<file path="src/hdl/rbc_pkg.sv">
// Shared constants and types for the reset and boot-mode block
package rbc_pkg;

  // Reset timing, in CPU clock cycles
  localparam int unsigned RESET_MIN_LOW_CYCLES     = 8;
  localparam int unsigned RESET_OUT_STRETCH_CYCLES = 1024;

  // Pre-divider field holds divide ratio minus one; reset ratio is six
  localparam int unsigned PREDIV_W     = 3;
  localparam logic [2:0]  PREDIV_RESET = 3'h5;

  // APB register map, byte addresses
  localparam int unsigned ADDR_W      = 8;
  localparam logic [7:0]  ADDR_CTRL   = 8'h00;
  localparam logic [7:0]  ADDR_STATUS = 8'h04;
  localparam logic [7:0]  ADDR_PREDIV = 8'h08;

  // Control register fields
  localparam int unsigned CTRL_SOFT_RESET_BIT = 0;

  // Status register fields
  localparam int unsigned STAT_MODE_LSB  = 0;
  localparam int unsigned STAT_CRYSTAL_BIT = 2;
  localparam int unsigned STAT_PLL_BIT   = 3;
  localparam int unsigned STAT_SRC_LSB   = 4;
  localparam int unsigned STAT_RSVD_BIT  = 6;
  localparam int unsigned STAT_PROG_BIT  = 7;
  localparam int unsigned STAT_SEQ_LSB   = 8;

  typedef enum logic [1:0] {
    SRC_EXT_OSC,
    SRC_RELAX,
    SRC_CRYSTAL
  } rbc_clk_src_type;

  typedef enum logic [1:0] {
    SEQ_RESET,
    SEQ_STRETCH,
    SEQ_RUN
  } rbc_seq_type;

  // Straps captured when reset is released
  typedef struct packed {
    logic [1:0] clock_mode;
    logic       crystal;
    logic       prog_req;
  } rbc_boot_cfg_type;

  // Decoded clock configuration
  typedef struct packed {
    logic            pll_enable;
    rbc_clk_src_type source;
    logic            reserved;
  } rbc_clk_cfg_type;

  localparam rbc_boot_cfg_type BOOT_CFG_RESET = '0;

endpackage

</file>
<file path="src/hdl/rbc_reset_boot.sv">
// Reset sequencer, boot strap capture and clock-mode decode with APB access
`timescale 1ns/1ps

// What this block does
// - Reset input low eight or more cycles resets CPU and peripherals at once
// - Reset output stays low 1024 cycles after the reset source goes away
// - Low clock-mode pin at 0 makes crystal pin an input sampled for mode
// - Mode 00: PLL off; crystal pin 0 external oscillator, 1 relaxation
// - Mode 01: PLL off, crystal oscillator, crystal pin level ignored
// - Mode 10 with crystal pin 0: PLL on, external oscillator reference
// - Mode 11: PLL on, crystal oscillator reference, crystal pin ignored
// - Reset loads the PLL pre-divider to divide by six
// - Config pin low with test pin low at release enters flash programming
// - Clock output pin toggles on every rising pclk edge, so it runs at half the pclk rate
module rbc_reset_boot #(
  parameter int unsigned STRETCH_CYCLES = rbc_pkg::RESET_OUT_STRETCH_CYCLES,
  parameter int unsigned MIN_LOW        = rbc_pkg::RESET_MIN_LOW_CYCLES
) (
  input  wire logic                     pclk,
  input  wire logic                     presetn,
  input  wire logic                     psel,
  input  wire logic                     penable,
  input  wire logic                     pwrite,
  input  wire logic [rbc_pkg::ADDR_W-1:0] paddr,
  input  wire logic [31:0]              pwdata,
  output logic      [31:0]              prdata,
  output logic                          pready,
  output logic                          pslverr,
  input  wire logic                     reset_in_n,
  output logic                          reset_out_n,
  output logic                          cpu_reset_n,
  input  wire logic [1:0]               clock_mode_pins,
  input  wire logic                     crystal_pin_i,
  output logic                          crystal_pin_o,
  output logic                          crystal_pin_oe,
  input  wire logic                     ext_clock_in,
  output logic                          system_clock_output,
  input  wire logic                     reset_config_n,
  input  wire logic                     test_pin,
  output rbc_pkg::rbc_clk_cfg_type      clock_cfg,
  output logic [rbc_pkg::PREDIV_W-1:0]  pll_predivider_field,
  output logic                          flash_prog_mode
);

  localparam int unsigned SW = $clog2(STRETCH_CYCLES + 1);
  localparam logic [SW-1:0] STRETCH_LAST = SW'(STRETCH_CYCLES - 1);

  logic                       pin_reset_q;
  logic                       soft_req_q;
  logic                       src_active;
  rbc_pkg::rbc_seq_type       seq_q;
  logic [SW-1:0]              stretch_q;
  rbc_pkg::rbc_boot_cfg_type  cfg_q;
  rbc_pkg::rbc_clk_cfg_type   clk_d;
  logic [rbc_pkg::PREDIV_W-1:0] prediv_q;
  logic                       access;
  logic                       wr_fire;
  logic                       hit_d;
  logic [31:0]                rdata_d;
  logic                       release_edge;

  rbc_reset_filter #(
    .MIN_LOW (MIN_LOW)
  ) u_filter (
    .pclk     (pclk),
    .presetn  (presetn),
    .pin_n    (reset_in_n),
    .active_q (pin_reset_q)
  );

  assign src_active   = pin_reset_q || soft_req_q;
  assign release_edge = (seq_q == rbc_pkg::SEQ_RESET) && !src_active;

  // Reset sequence; a new source restarts the stretch from zero
  always_ff @(posedge pclk or negedge presetn)
  begin
    if (!presetn)
      seq_q <= rbc_pkg::SEQ_RESET;
    else if (src_active)
      seq_q <= rbc_pkg::SEQ_RESET;
    else
    begin
      case (seq_q)
        rbc_pkg::SEQ_RESET:
          seq_q <= rbc_pkg::SEQ_STRETCH;
        rbc_pkg::SEQ_STRETCH:
          if (stretch_q == STRETCH_LAST)
            seq_q <= rbc_pkg::SEQ_RUN;
        default:
          seq_q <= rbc_pkg::SEQ_RUN;
      endcase
    end
  end

  always_ff @(posedge pclk or negedge presetn)
  begin
    if (!presetn)
      stretch_q <= '0;
    else if (seq_q != rbc_pkg::SEQ_STRETCH || src_active)
      stretch_q <= '0;
    else if (stretch_q != STRETCH_LAST)
      stretch_q <= stretch_q + SW'(1);
  end

  always_ff @(posedge pclk or negedge presetn)
  begin
    if (!presetn)
      reset_out_n <= 1'b0;
    else
      reset_out_n <= !src_active && ((seq_q == rbc_pkg::SEQ_RUN) ||
                     (seq_q == rbc_pkg::SEQ_STRETCH && stretch_q == STRETCH_LAST));
  end

  always_ff @(posedge pclk or negedge presetn)
  begin
    if (!presetn)
      cpu_reset_n <= 1'b0;
    else
      cpu_reset_n <= !src_active && (seq_q != rbc_pkg::SEQ_RESET);
  end

  always_ff @(posedge pclk or negedge presetn)
  begin
    if (!presetn)
      cfg_q <= rbc_pkg::BOOT_CFG_RESET;
    else if (release_edge)
    begin
      cfg_q.clock_mode <= clock_mode_pins;
      cfg_q.crystal    <= crystal_pin_i;
      cfg_q.prog_req   <= !reset_config_n && !test_pin;
    end
  end

  always_comb
  begin
    clk_d.pll_enable = 1'b0;
    clk_d.source     = rbc_pkg::SRC_RELAX;
    clk_d.reserved   = 1'b0;
    case (cfg_q.clock_mode)
      2'h0:
        clk_d.source = cfg_q.crystal ? rbc_pkg::SRC_RELAX : rbc_pkg::SRC_EXT_OSC;
      2'h1:
        clk_d.source = rbc_pkg::SRC_CRYSTAL;
      2'h2:
        if (!cfg_q.crystal)
        begin
          clk_d.pll_enable = 1'b1;
          clk_d.source     = rbc_pkg::SRC_EXT_OSC;
        end
        else
          // Bad strap: stay on relaxation oscillator without PLL
          clk_d.reserved = 1'b1;
      default:
      begin
        clk_d.pll_enable = 1'b1;
        clk_d.source     = rbc_pkg::SRC_CRYSTAL;
      end
    endcase
  end

  always_ff @(posedge pclk or negedge presetn)
  begin
    if (!presetn)
    begin
      clock_cfg.pll_enable <= 1'b0;
      clock_cfg.source     <= rbc_pkg::SRC_RELAX;
      clock_cfg.reserved   <= 1'b0;
    end
    else
      clock_cfg <= clk_d;
  end

  always_ff @(posedge pclk or negedge presetn)
  begin
    if (!presetn)
      crystal_pin_oe <= 1'b0;
    else if (seq_q == rbc_pkg::SEQ_RESET)
      crystal_pin_oe <= clock_mode_pins[0];
    else
      crystal_pin_oe <= cfg_q.clock_mode[0];
  end

  // Oscillator amplifier modelled as an inverter of the input clock
  always_ff @(posedge pclk or negedge presetn)
  begin
    if (!presetn)
      crystal_pin_o <= 1'b0;
    else
      crystal_pin_o <= !ext_clock_in;
  end

  always_ff @(posedge pclk or negedge presetn)
  begin
    if (!presetn)
      system_clock_output <= 1'b0;
    else
      system_clock_output <= !system_clock_output;
  end

  always_ff @(posedge pclk or negedge presetn)
  begin
    if (!presetn)
      flash_prog_mode <= 1'b0;
    else
      flash_prog_mode <= cfg_q.prog_req;
  end

  // APB slave: one wait state so read data leaves a flip-flop
  assign access  = psel && penable;
  assign wr_fire = access && pready && pwrite;

  always_comb
  begin
    hit_d   = 1'b1;
    rdata_d = 32'h0;
    if (paddr == rbc_pkg::ADDR_CTRL)
      rdata_d = 32'h0;
    else if (paddr == rbc_pkg::ADDR_STATUS)
    begin
      rdata_d[rbc_pkg::STAT_MODE_LSB +: 2] = cfg_q.clock_mode;
      rdata_d[rbc_pkg::STAT_CRYSTAL_BIT]   = cfg_q.crystal;
      rdata_d[rbc_pkg::STAT_PLL_BIT]       = clock_cfg.pll_enable;
      rdata_d[rbc_pkg::STAT_SRC_LSB +: 2]  = clock_cfg.source;
      rdata_d[rbc_pkg::STAT_RSVD_BIT]      = clock_cfg.reserved;
      rdata_d[rbc_pkg::STAT_PROG_BIT]      = flash_prog_mode;
      rdata_d[rbc_pkg::STAT_SEQ_LSB +: 2]  = seq_q;
    end
    else if (paddr == rbc_pkg::ADDR_PREDIV)
      rdata_d[rbc_pkg::PREDIV_W-1:0] = prediv_q;
    else
      hit_d = 1'b0;
  end

  always_ff @(posedge pclk or negedge presetn)
  begin
    if (!presetn)
      pready <= 1'b0;
    else
      pready <= access && !pready;
  end

  always_ff @(posedge pclk or negedge presetn)
  begin
    if (!presetn)
    begin
      prdata  <= 32'h0;
      pslverr <= 1'b0;
    end
    else if (access && !pready)
    begin
      prdata  <= pwrite ? 32'h0 : rdata_d;
      pslverr <= !hit_d;
    end
  end

  // Software reset request, one cycle wide
  always_ff @(posedge pclk or negedge presetn)
  begin
    if (!presetn)
      soft_req_q <= 1'b0;
    else
      soft_req_q <= wr_fire && (paddr == rbc_pkg::ADDR_CTRL) &&
                    pwdata[rbc_pkg::CTRL_SOFT_RESET_BIT];
  end

  always_ff @(posedge pclk or negedge presetn)
  begin
    if (!presetn)
      prediv_q <= rbc_pkg::PREDIV_RESET;
    else if (seq_q == rbc_pkg::SEQ_RESET)
      prediv_q <= rbc_pkg::PREDIV_RESET;
    else if (wr_fire && paddr == rbc_pkg::ADDR_PREDIV)
      prediv_q <= pwdata[rbc_pkg::PREDIV_W-1:0];
  end

  always_ff @(posedge pclk or negedge presetn)
  begin
    if (!presetn)
      pll_predivider_field <= rbc_pkg::PREDIV_RESET;
    else
      pll_predivider_field <= prediv_q;
  end

  // Helper: cycles since the reset source went away
  logic [SW:0] gap_q;
  always_ff @(posedge pclk or negedge presetn)
  begin
    if (!presetn)
      gap_q <= '0;
    else if (src_active || seq_q == rbc_pkg::SEQ_RESET)
      gap_q <= '0;
    else if (!reset_out_n)
      gap_q <= gap_q + (SW+1)'(1);
  end
endmodule

</file>
<file path="src/hdl/rbc_reset_filter.sv">
// Reset pin qualifier: asserts only after the pin has been low long enough
`timescale 1ns/1ps

module rbc_reset_filter #(
  parameter int unsigned MIN_LOW = rbc_pkg::RESET_MIN_LOW_CYCLES
) (
  input  wire logic pclk,
  input  wire logic presetn,
  input  wire logic pin_n,
  output logic      active_q
);

  localparam int unsigned CW = $clog2(MIN_LOW + 1);
  localparam logic [CW-1:0] LAST = CW'(MIN_LOW - 1);

  logic [CW-1:0] low_cnt_q;

  // Short glitches on the pin never reach the core
  always_ff @(posedge pclk or negedge presetn)
  begin
    if (!presetn)
      low_cnt_q <= '0;
    else if (pin_n)
      low_cnt_q <= '0;
    else if (low_cnt_q != LAST)
      low_cnt_q <= low_cnt_q + CW'(1);
  end

  always_ff @(posedge pclk or negedge presetn)
  begin
    if (!presetn)
      active_q <= 1'b0;
    else
      active_q <= !pin_n && (low_cnt_q == LAST);
  end
endmodule

</file>
<file path="config.mk">
export PLATFORM = sky130hd
export DESIGN_NAME = rbc_reset_boot
export DESIGN_NICKNAME = d
export VERILOG_FILES = /design/src/hdl/rbc_pkg.sv /design/src/hdl/rbc_reset_boot.sv /design/src/hdl/rbc_reset_filter.sv
export SDC_FILE = /design/constraint.sdc
export NUM_CORES = 1
export LEC_CHECK = 0
export ABC_AREA = 1
export BUFFER_PORTS_ARGS = -buffer_cell sky130_fd_sc_hd__buf_2
export CELL_PAD_IN_SITES_DETAIL_PLACEMENT = 0
export CELL_PAD_IN_SITES_GLOBAL_PLACEMENT = 1
export CORE_MARGIN = 3
export CORE_UTILIZATION = 30
export DETAILED_ROUTE_END_ITERATION = 8
export PLACE_DENSITY = 0.77
export SLEW_MARGIN = 20
export SYNTH_ARGS = -nofsm -noshare
export SYNTH_HDL_FRONTEND = slang
export SYNTH_SLANG_ARGS = --single-unit
</file>
<file path="constraint.sdc">
create_clock -name pclk -period 1.1 [get_ports pclk]
set_input_delay 0.055 -clock pclk [delete_from_list [all_inputs] [get_ports pclk]]
set_output_delay 0.055 -clock pclk [all_outputs]
set_load 0.01 [all_outputs]
</file>
## Word level (Yosys, flattened, before mapping)

Cells that the tools add are included.

| word-level totals | value |
|---|---|
| flip-flop bits (word level) | 73 |
| bits in latches | 0 |
| RAM bits | 0 |
| memory bits (read-only) | 0 |
| input port bits | 52 |
| output and inout bits | 47 |
| memories kept | 0 |

| cells by class | value |
|---|---|
| add/sub/neg operators | 2 |
| multipliers | 0 |
| div/mod/pow operators | 0 |
| $lt $le $gt $ge | 0 |
| equal/unequal tests | 12 |
| shift-type cells | 0 |
| muxes and demuxes | 24 |
| bitwise operators | 0 |
| reduce and logical (&&, ||, !) cells | 32 |

Operators with widths:

| operator | count |
|---|---|
| 11-bit 2-to-1 mux | 2 |
| 10-bit 2-to-1 mux | 2 |
| 3-bit 2-to-1 mux | 5 |
| 1-bit logical AND | 13 |
| 11-bit by 1-bit adder with 11-bit output, second input constant | 1 |
| 11-bit by 10-bit == test with 1-bit output, second input constant | 1 |
| 11-bit by 10-bit != test with 1-bit output, second input constant | 1 |
| 8-bit by 3-bit == test with 1-bit output, second input constant | 1 |
| 8-bit by 4-bit == test with 1-bit output, second input constant | 1 |
| 1-bit logical NOT | 8 |
| 8-bit logical NOT | 1 |
| 4-bit 2-to-1 mux | 2 |
| 2-bit case mux with 2 select lines | 2 |
| 2-bit nonzero test | 4 |
| 1-bit 2-to-1 mux | 7 |
| 7-bit 2-to-1 mux | 1 |
| 4-bit by 1-bit adder with 4-bit output, second input constant | 1 |
| 2-bit by 1-bit == test with 1-bit output, second input constant | 2 |
| 2-bit == test, second input constant | 2 |
| 4-bit by 3-bit == test with 1-bit output, second input constant | 1 |
| 2-bit logical NOT | 2 |
| 2-bit 2-to-1 mux | 2 |
| 4-bit by 3-bit != test with 1-bit output, second input constant | 1 |
| 1-bit logical OR | 3 |
| 4 further kinds | 4 |

## Depth between registers and ports, before layout

| logic depth | value |
|---|---|
| depth in word-level cells | 6 |
| depth in mapped cells | 8 |

## By module

From an unflattened synthesis, not the netlist that was laid out.

| unflattened totals | value |
|---|---|
| cells, all modules | 286 |
| area total of the unflattened synthesis | 2,444.8 um^2 |

Modules (own cells, without submodules):

| module | instances | cells each | area each (um^2) | seq. area each (um^2) |
|---|---|---|---|---|
| rbc_reset_boot | 1 | 257 | 2,208.4 | 1,157.4 |
| rbc_reset_filter | 1 | 29 | 236.5 | 125.1 |

## Worst setup path before layout

Ideal clock, no wire load.

| timing | value |
|---|---|
| kind | reg-to-reg |
| from | register stretch_q[0] |
| to | register stretch_q[10] |
| arrival | 1,111 ps |
| setup slack | -131 ps |
| cell stages (with the launch flop) | 7 |
| path buffers | 0 |
| period minus slack after synthesis | 1,231 ps |
| cells stage by stage | dfrtp_1 -> ha_1 -> nand3_2 -> nor2_2 -> nand2_2 -> o211ai_1 -> inv_1 |

| between the ends | value |
|---|---|
| word-level cells in the longest chain between the ends | 3 |

Ends and longest elaborated chain:

| element | line | text |
|---|---|---|
| start: declaration | rbc_reset_boot.sv:52 | `logic [SW-1:0] stretch_q;` |
| start signal: assignment | rbc_reset_boot.sv:102 | `stretch_q <= stretch_q + SW'(1);` |
| 11-bit by 1-bit adder with 11-bit output | rbc_reset_boot.sv:102 |  |
| 11-bit 2-to-1 mux | rbc_reset_boot.sv:101 | `else if (stretch_q != STRETCH_LAST)` |
| 11-bit 2-to-1 mux | rbc_reset_boot.sv:99 | `else if (seq_q != rbc_pkg::SEQ_STRETCH \|\| src_active)` |

Several ways; a longest one is shown, not always the timed one. The select of a mux whose other input is x is not followed.
A chain may end at the register's enable or synchronous reset.

## Worst setup path in the final report

Ends and elaborated chain as after synthesis.

==> impl_summary.md <==
Setup path
The critical path buffer and inverter count is 1. Walking the worst path, the cells encountered are ha_4, nand3_4, nor2_4, nand2_4, o211ai_1, inv_1. The setup path with the least slack is of type register to register. The worst setup path is launched from a register.

Grouping stages by cell kind, the critical path spends the most delay in flip-flops. The data arrival time of the critical path is 1.49 ns. The startpoint identified for the worst register-to-register timing path is stretch_q[0]$_DFFE_PN0P_.

STA puts the critical path data required time at 1.31 ns. The stage delay of the slowest cell on the critical path is 0.42 ns. The slowest stage of the critical path belongs to the cell sky130_fd_sc_hd__dfrtp_1. The maximum fanout along the worst path is 3.

The source of the critical timing path is stretch_q[0]$_DFFE_PN0P_. The type of element capturing the critical path is a register.

Clocking
The longest clock path from root to sink contains 2 buffers. TritonCTS built the clock tree. Clock tree synthesis found a total of 51 sinks. The clock-pin slew on the worst setup and hold paths is 0.09 ns.

The maximum level of the CTS H-tree is 2. For the worst-skew pair, the clock arrives at the later sink with an insertion delay of 0.31 ns. Clock tree synthesis selected as its root buffer the cell sky130_fd_sc_hd__clkbuf_8. The number of buffers created by CTS is 5.

Global route
The overall track demand over capacity in global routing is 12.07%. The initial antenna violation count is 0. Summed over all layers, the global routing overflow is 0.

The via count of the first global-routing pass is 1,883. The first global-routing pass estimated 8.652 mm of wire. The largest net degree at the start of global routing is 52.

Final layout
The final layout contains 420 nets. 0 antenna diodes ended up in the layout. From synthesis to final layout, the design area changed by 37.83%.

The filler cells instantiated in the layout total 816. In the final layout, the share of cells above drive strength 1 is 39.51%. Once layout is complete, the utilization of the core stands at 43.16%. The final cell area excluding filler cells is 0.003387 sq mm. The count of cells in the finished layout, fillers not included, comes to 469.

Yosys
The number of library cell types mapped by synthesis is 36. For this run, the number of Yosys warnings is 0. The number of flops mapped to enable cells by yosys is 0. The gate count after technology mapping is 276. The largest area contributor in the netlist is sky130_fd_sc_hd__dfrtp_1. In the synthesized netlist the async set-or-reset flop fraction comes to 100.0%. After synthesis, the cell types taking the most area are sky130_fd_sc_hd__dfrtp_1, sky130_fd_sc_hd__nand2_1, sky130_fd_sc_hd__buf_4, sky130_fd_sc_hd__nand3_1, sky130_fd_sc_hd__dfstp_2. The primary flip-flop cell chosen by synthesis mapping is sky130_fd_sc_hd__dfrtp_1. Summed over its instances, the top area cell type makes up 46.84% of the synthesized netlist area.

The post-synthesis average cell area is 8.903 sq um. Summing every instance area after synthesis gives 0.002457 sq mm. The sequential element share of the synthesized area is 52.19%. In this run, synthesis produced a sequential element count of 51.

Drt
Across all layers, the routed design uses 2,028 vias. The routed design has 5.318 mm of wire. The number of violations reported at the end of detailed-routing iteration 0 is 78. The detail route stage leaves a number of antenna-violating nets equal to 0. The detailed-route vias per instance is 4.324. The number of detailed-routing iterations run before antenna repair is 4. Dividing the detail-routed wire length by the instance count gives 11.34 um. The count of unresolved DRC violations after routing is 0.

Floorplan
The overall die height is 96.51 um. The floorplan step defined a die boundary enclosing 0.009313 sq mm. The top-level port count is 99.

The count of standard-cell rows is 32. The starting density of the core is 31.31%. From left edge to right edge, the die measures 96.51 um. The total core area is 0.007848 sq mm.

Placed design
Buffers placed on the I/O ports in this run total 47. Once detailed placement completed, the half-perimeter wirelength came to 3.919 mm. The number of placed cells counting well taps is 446. Prior to clock tree synthesis, the placed netlist has a worst setup slack of -0.1834 ns. The final weighted congestion in routability-driven placement is 0.7702. The placed instances occupy a cell area of 0.002969 sq mm.

Status
The checks that failed: negative setup slack. The run finished, with violations left.

Timing
Setup violations remaining at the end of the flow were counted as 15. The final critical-path setup slack is -0.1816 ns. The hold violation count in the final report is 0. The setup skew after layout is 0.003790 ns. In the finished design, the share of the clock period the worst path needs comes to 116.5%.

Timing would allow up to 780.3 MHz. The final count of pins violating max slew is 0. For the final routed database, the setup TNS stands at -2.047 ns. The tightest hold path in the finished design has a slack of 0.1238 ns. Setup repair after global routing could not meet its margin everywhere. The routed design could run at a clock period as short as 1.282 ns.

Hold path
The start point of the worst hold path is pwrite. The path type of the worst min-delay path is primary input to register.

Pwr
The design draws 4.661 mW. IR analysis of the VDD net gives a maximum drop of 0.7633 mV. The power density normalized to cell area is 1376 mW/mm^2.

In this run the static leakage power is 1.800 nW.

Run
The max capacitance violation total is 0.
==> per-layer routing <==
metal / global-route usage, % / vias up / wire [um] / part of all wire (%)
met5: 0 / - / 0 / 0
met4: 4.322 / 0 / 74 / 1.4
met3: 2.789 / 8 / 246 / 4.6
met2: 20.57 / 40 / 2697 / 51
met1: 14.92 / 970 / 2300 / 43
li1: - / 1010 / - / -
==> cells by family (layout without fill, tap and decap cells) <==
| family | count (synthesis) | in the layout | synth area share, % |
|---|---|---|---|
| AO/OA/AOI/OAI | 17 | 17 | 4.329 |
| adder cells (fa/ha/maj) | 2 | 2 | 1.018 |
| other | 1 | 22 | 0.1526 |
| buffers and inverters | 55 | 125 | 12.07 |
| AND/OR/NAND/NOR | 149 | 149 | 29.89 |
| flip-flops | 51 | 51 | 52.19 |
| XOR/XNOR | 1 | 1 | 0.3565 |
==> sequential cells by signal (all words and copies together), names as in the netlist, 2 cells and up <==
name                  count
cfg_q                     4
clock_cfg                 4
pll_predivider_field      3
prdata                   10
prediv_q                  3
seq_q                     2
stretch_q                11
u_filter.low_cnt_q        4
==> cells in the mapped netlist, types with 3 or more instances <==
library cell	number
sky130_fd_sc_hd__dfrtp_1	46
sky130_fd_sc_hd__dfstp_2	5
sky130_fd_sc_hd__nand2_2	3
sky130_fd_sc_hd__nand3_1	33
sky130_fd_sc_hd__nand2_1	75
sky130_fd_sc_hd__inv_1	24
sky130_fd_sc_hd__nor2_4	4
sky130_fd_sc_hd__nand4_1	3
sky130_fd_sc_hd__inv_2	5
sky130_fd_sc_hd__nor2_1	18
sky130_fd_sc_hd__o21ai_0	6
sky130_fd_sc_hd__buf_4	23
==> worst register-to-register path, delay by kind of cell, from the launching register on <==
kind                     cells  cell delay [ns]
buffers and inverters        1             0.05
AND/OR/NAND/NOR              3             0.36
adder cells (fa/ha/maj)      1             0.17
flip-flops                   1             0.42
AO/OA/AOI/OAI                1             0.19
==> cells in the final DEF, fill, tap and decap left out, drive strengths merged <==
master,count
ha,2
nand2,78
a21boi,1
or2,3
dlygate4sd3,11
nand3,35
o31ai,2
xor2,1
clkinv,1
clkbuf,5
and3,1
o21ai,8
o211ai,1
dfstp,5
nand4,3
o21bai,1
buf,76
a211oi,1
a21oi,2
bufinv,1
nor2,26
inv,31
a31oi,1
dfrtp,46
nor3,3
conb,22
==> area by class of cell <==
type	count	area, sq um	area share [%]
well taps	102	127.6	3.768
multi-input cells	191	1122	33.14
inverters	30	117.6	3.472
clock inverters	3	47.55	1.404
repair buffers	87	618.1	18.25
clock buffers	5	68.82	2.032
flip-flops and latches	51	1285	37.94
==> where the power goes <==
group	switching [mW]	total (mW)	internal [mW]
sequential	0.174	2.30	2.12
combinational	0.547	1.01	0.463
clock	0.662	1.35	0.690
==> path summary, 6_finish.rpt <==
kind,to,slack (ns),cells after the start
max,stretch_q[10]$_DFFE_PN0P_,-0.18,6
min reg2reg,flash_prog_mode$_DFF_PN0_,0.39,0
max reg2reg,stretch_q[10]$_DFFE_PN0P_,-0.18,6
max in group asynchronous,clock_cfg[1]$_DFF_PN1_,0.55,3
min,prdata[1]$_DFFE_PN0P_,0.12,4
min in group asynchronous,system_clock_output$_DFF_PN0_,0.26,3
==> timing repair <==
action | 4_1_cts | 5_1_grt
gates resized for setup | 8 | 37
endpoints found under the hold margin | 61 | 0
pin swaps | 7 | 15
hold buffers | 11 | 0
setup buffers | 1 | 3
endpoints found under the setup margin | 29 | 35
(Power assumes the default switching activity.)
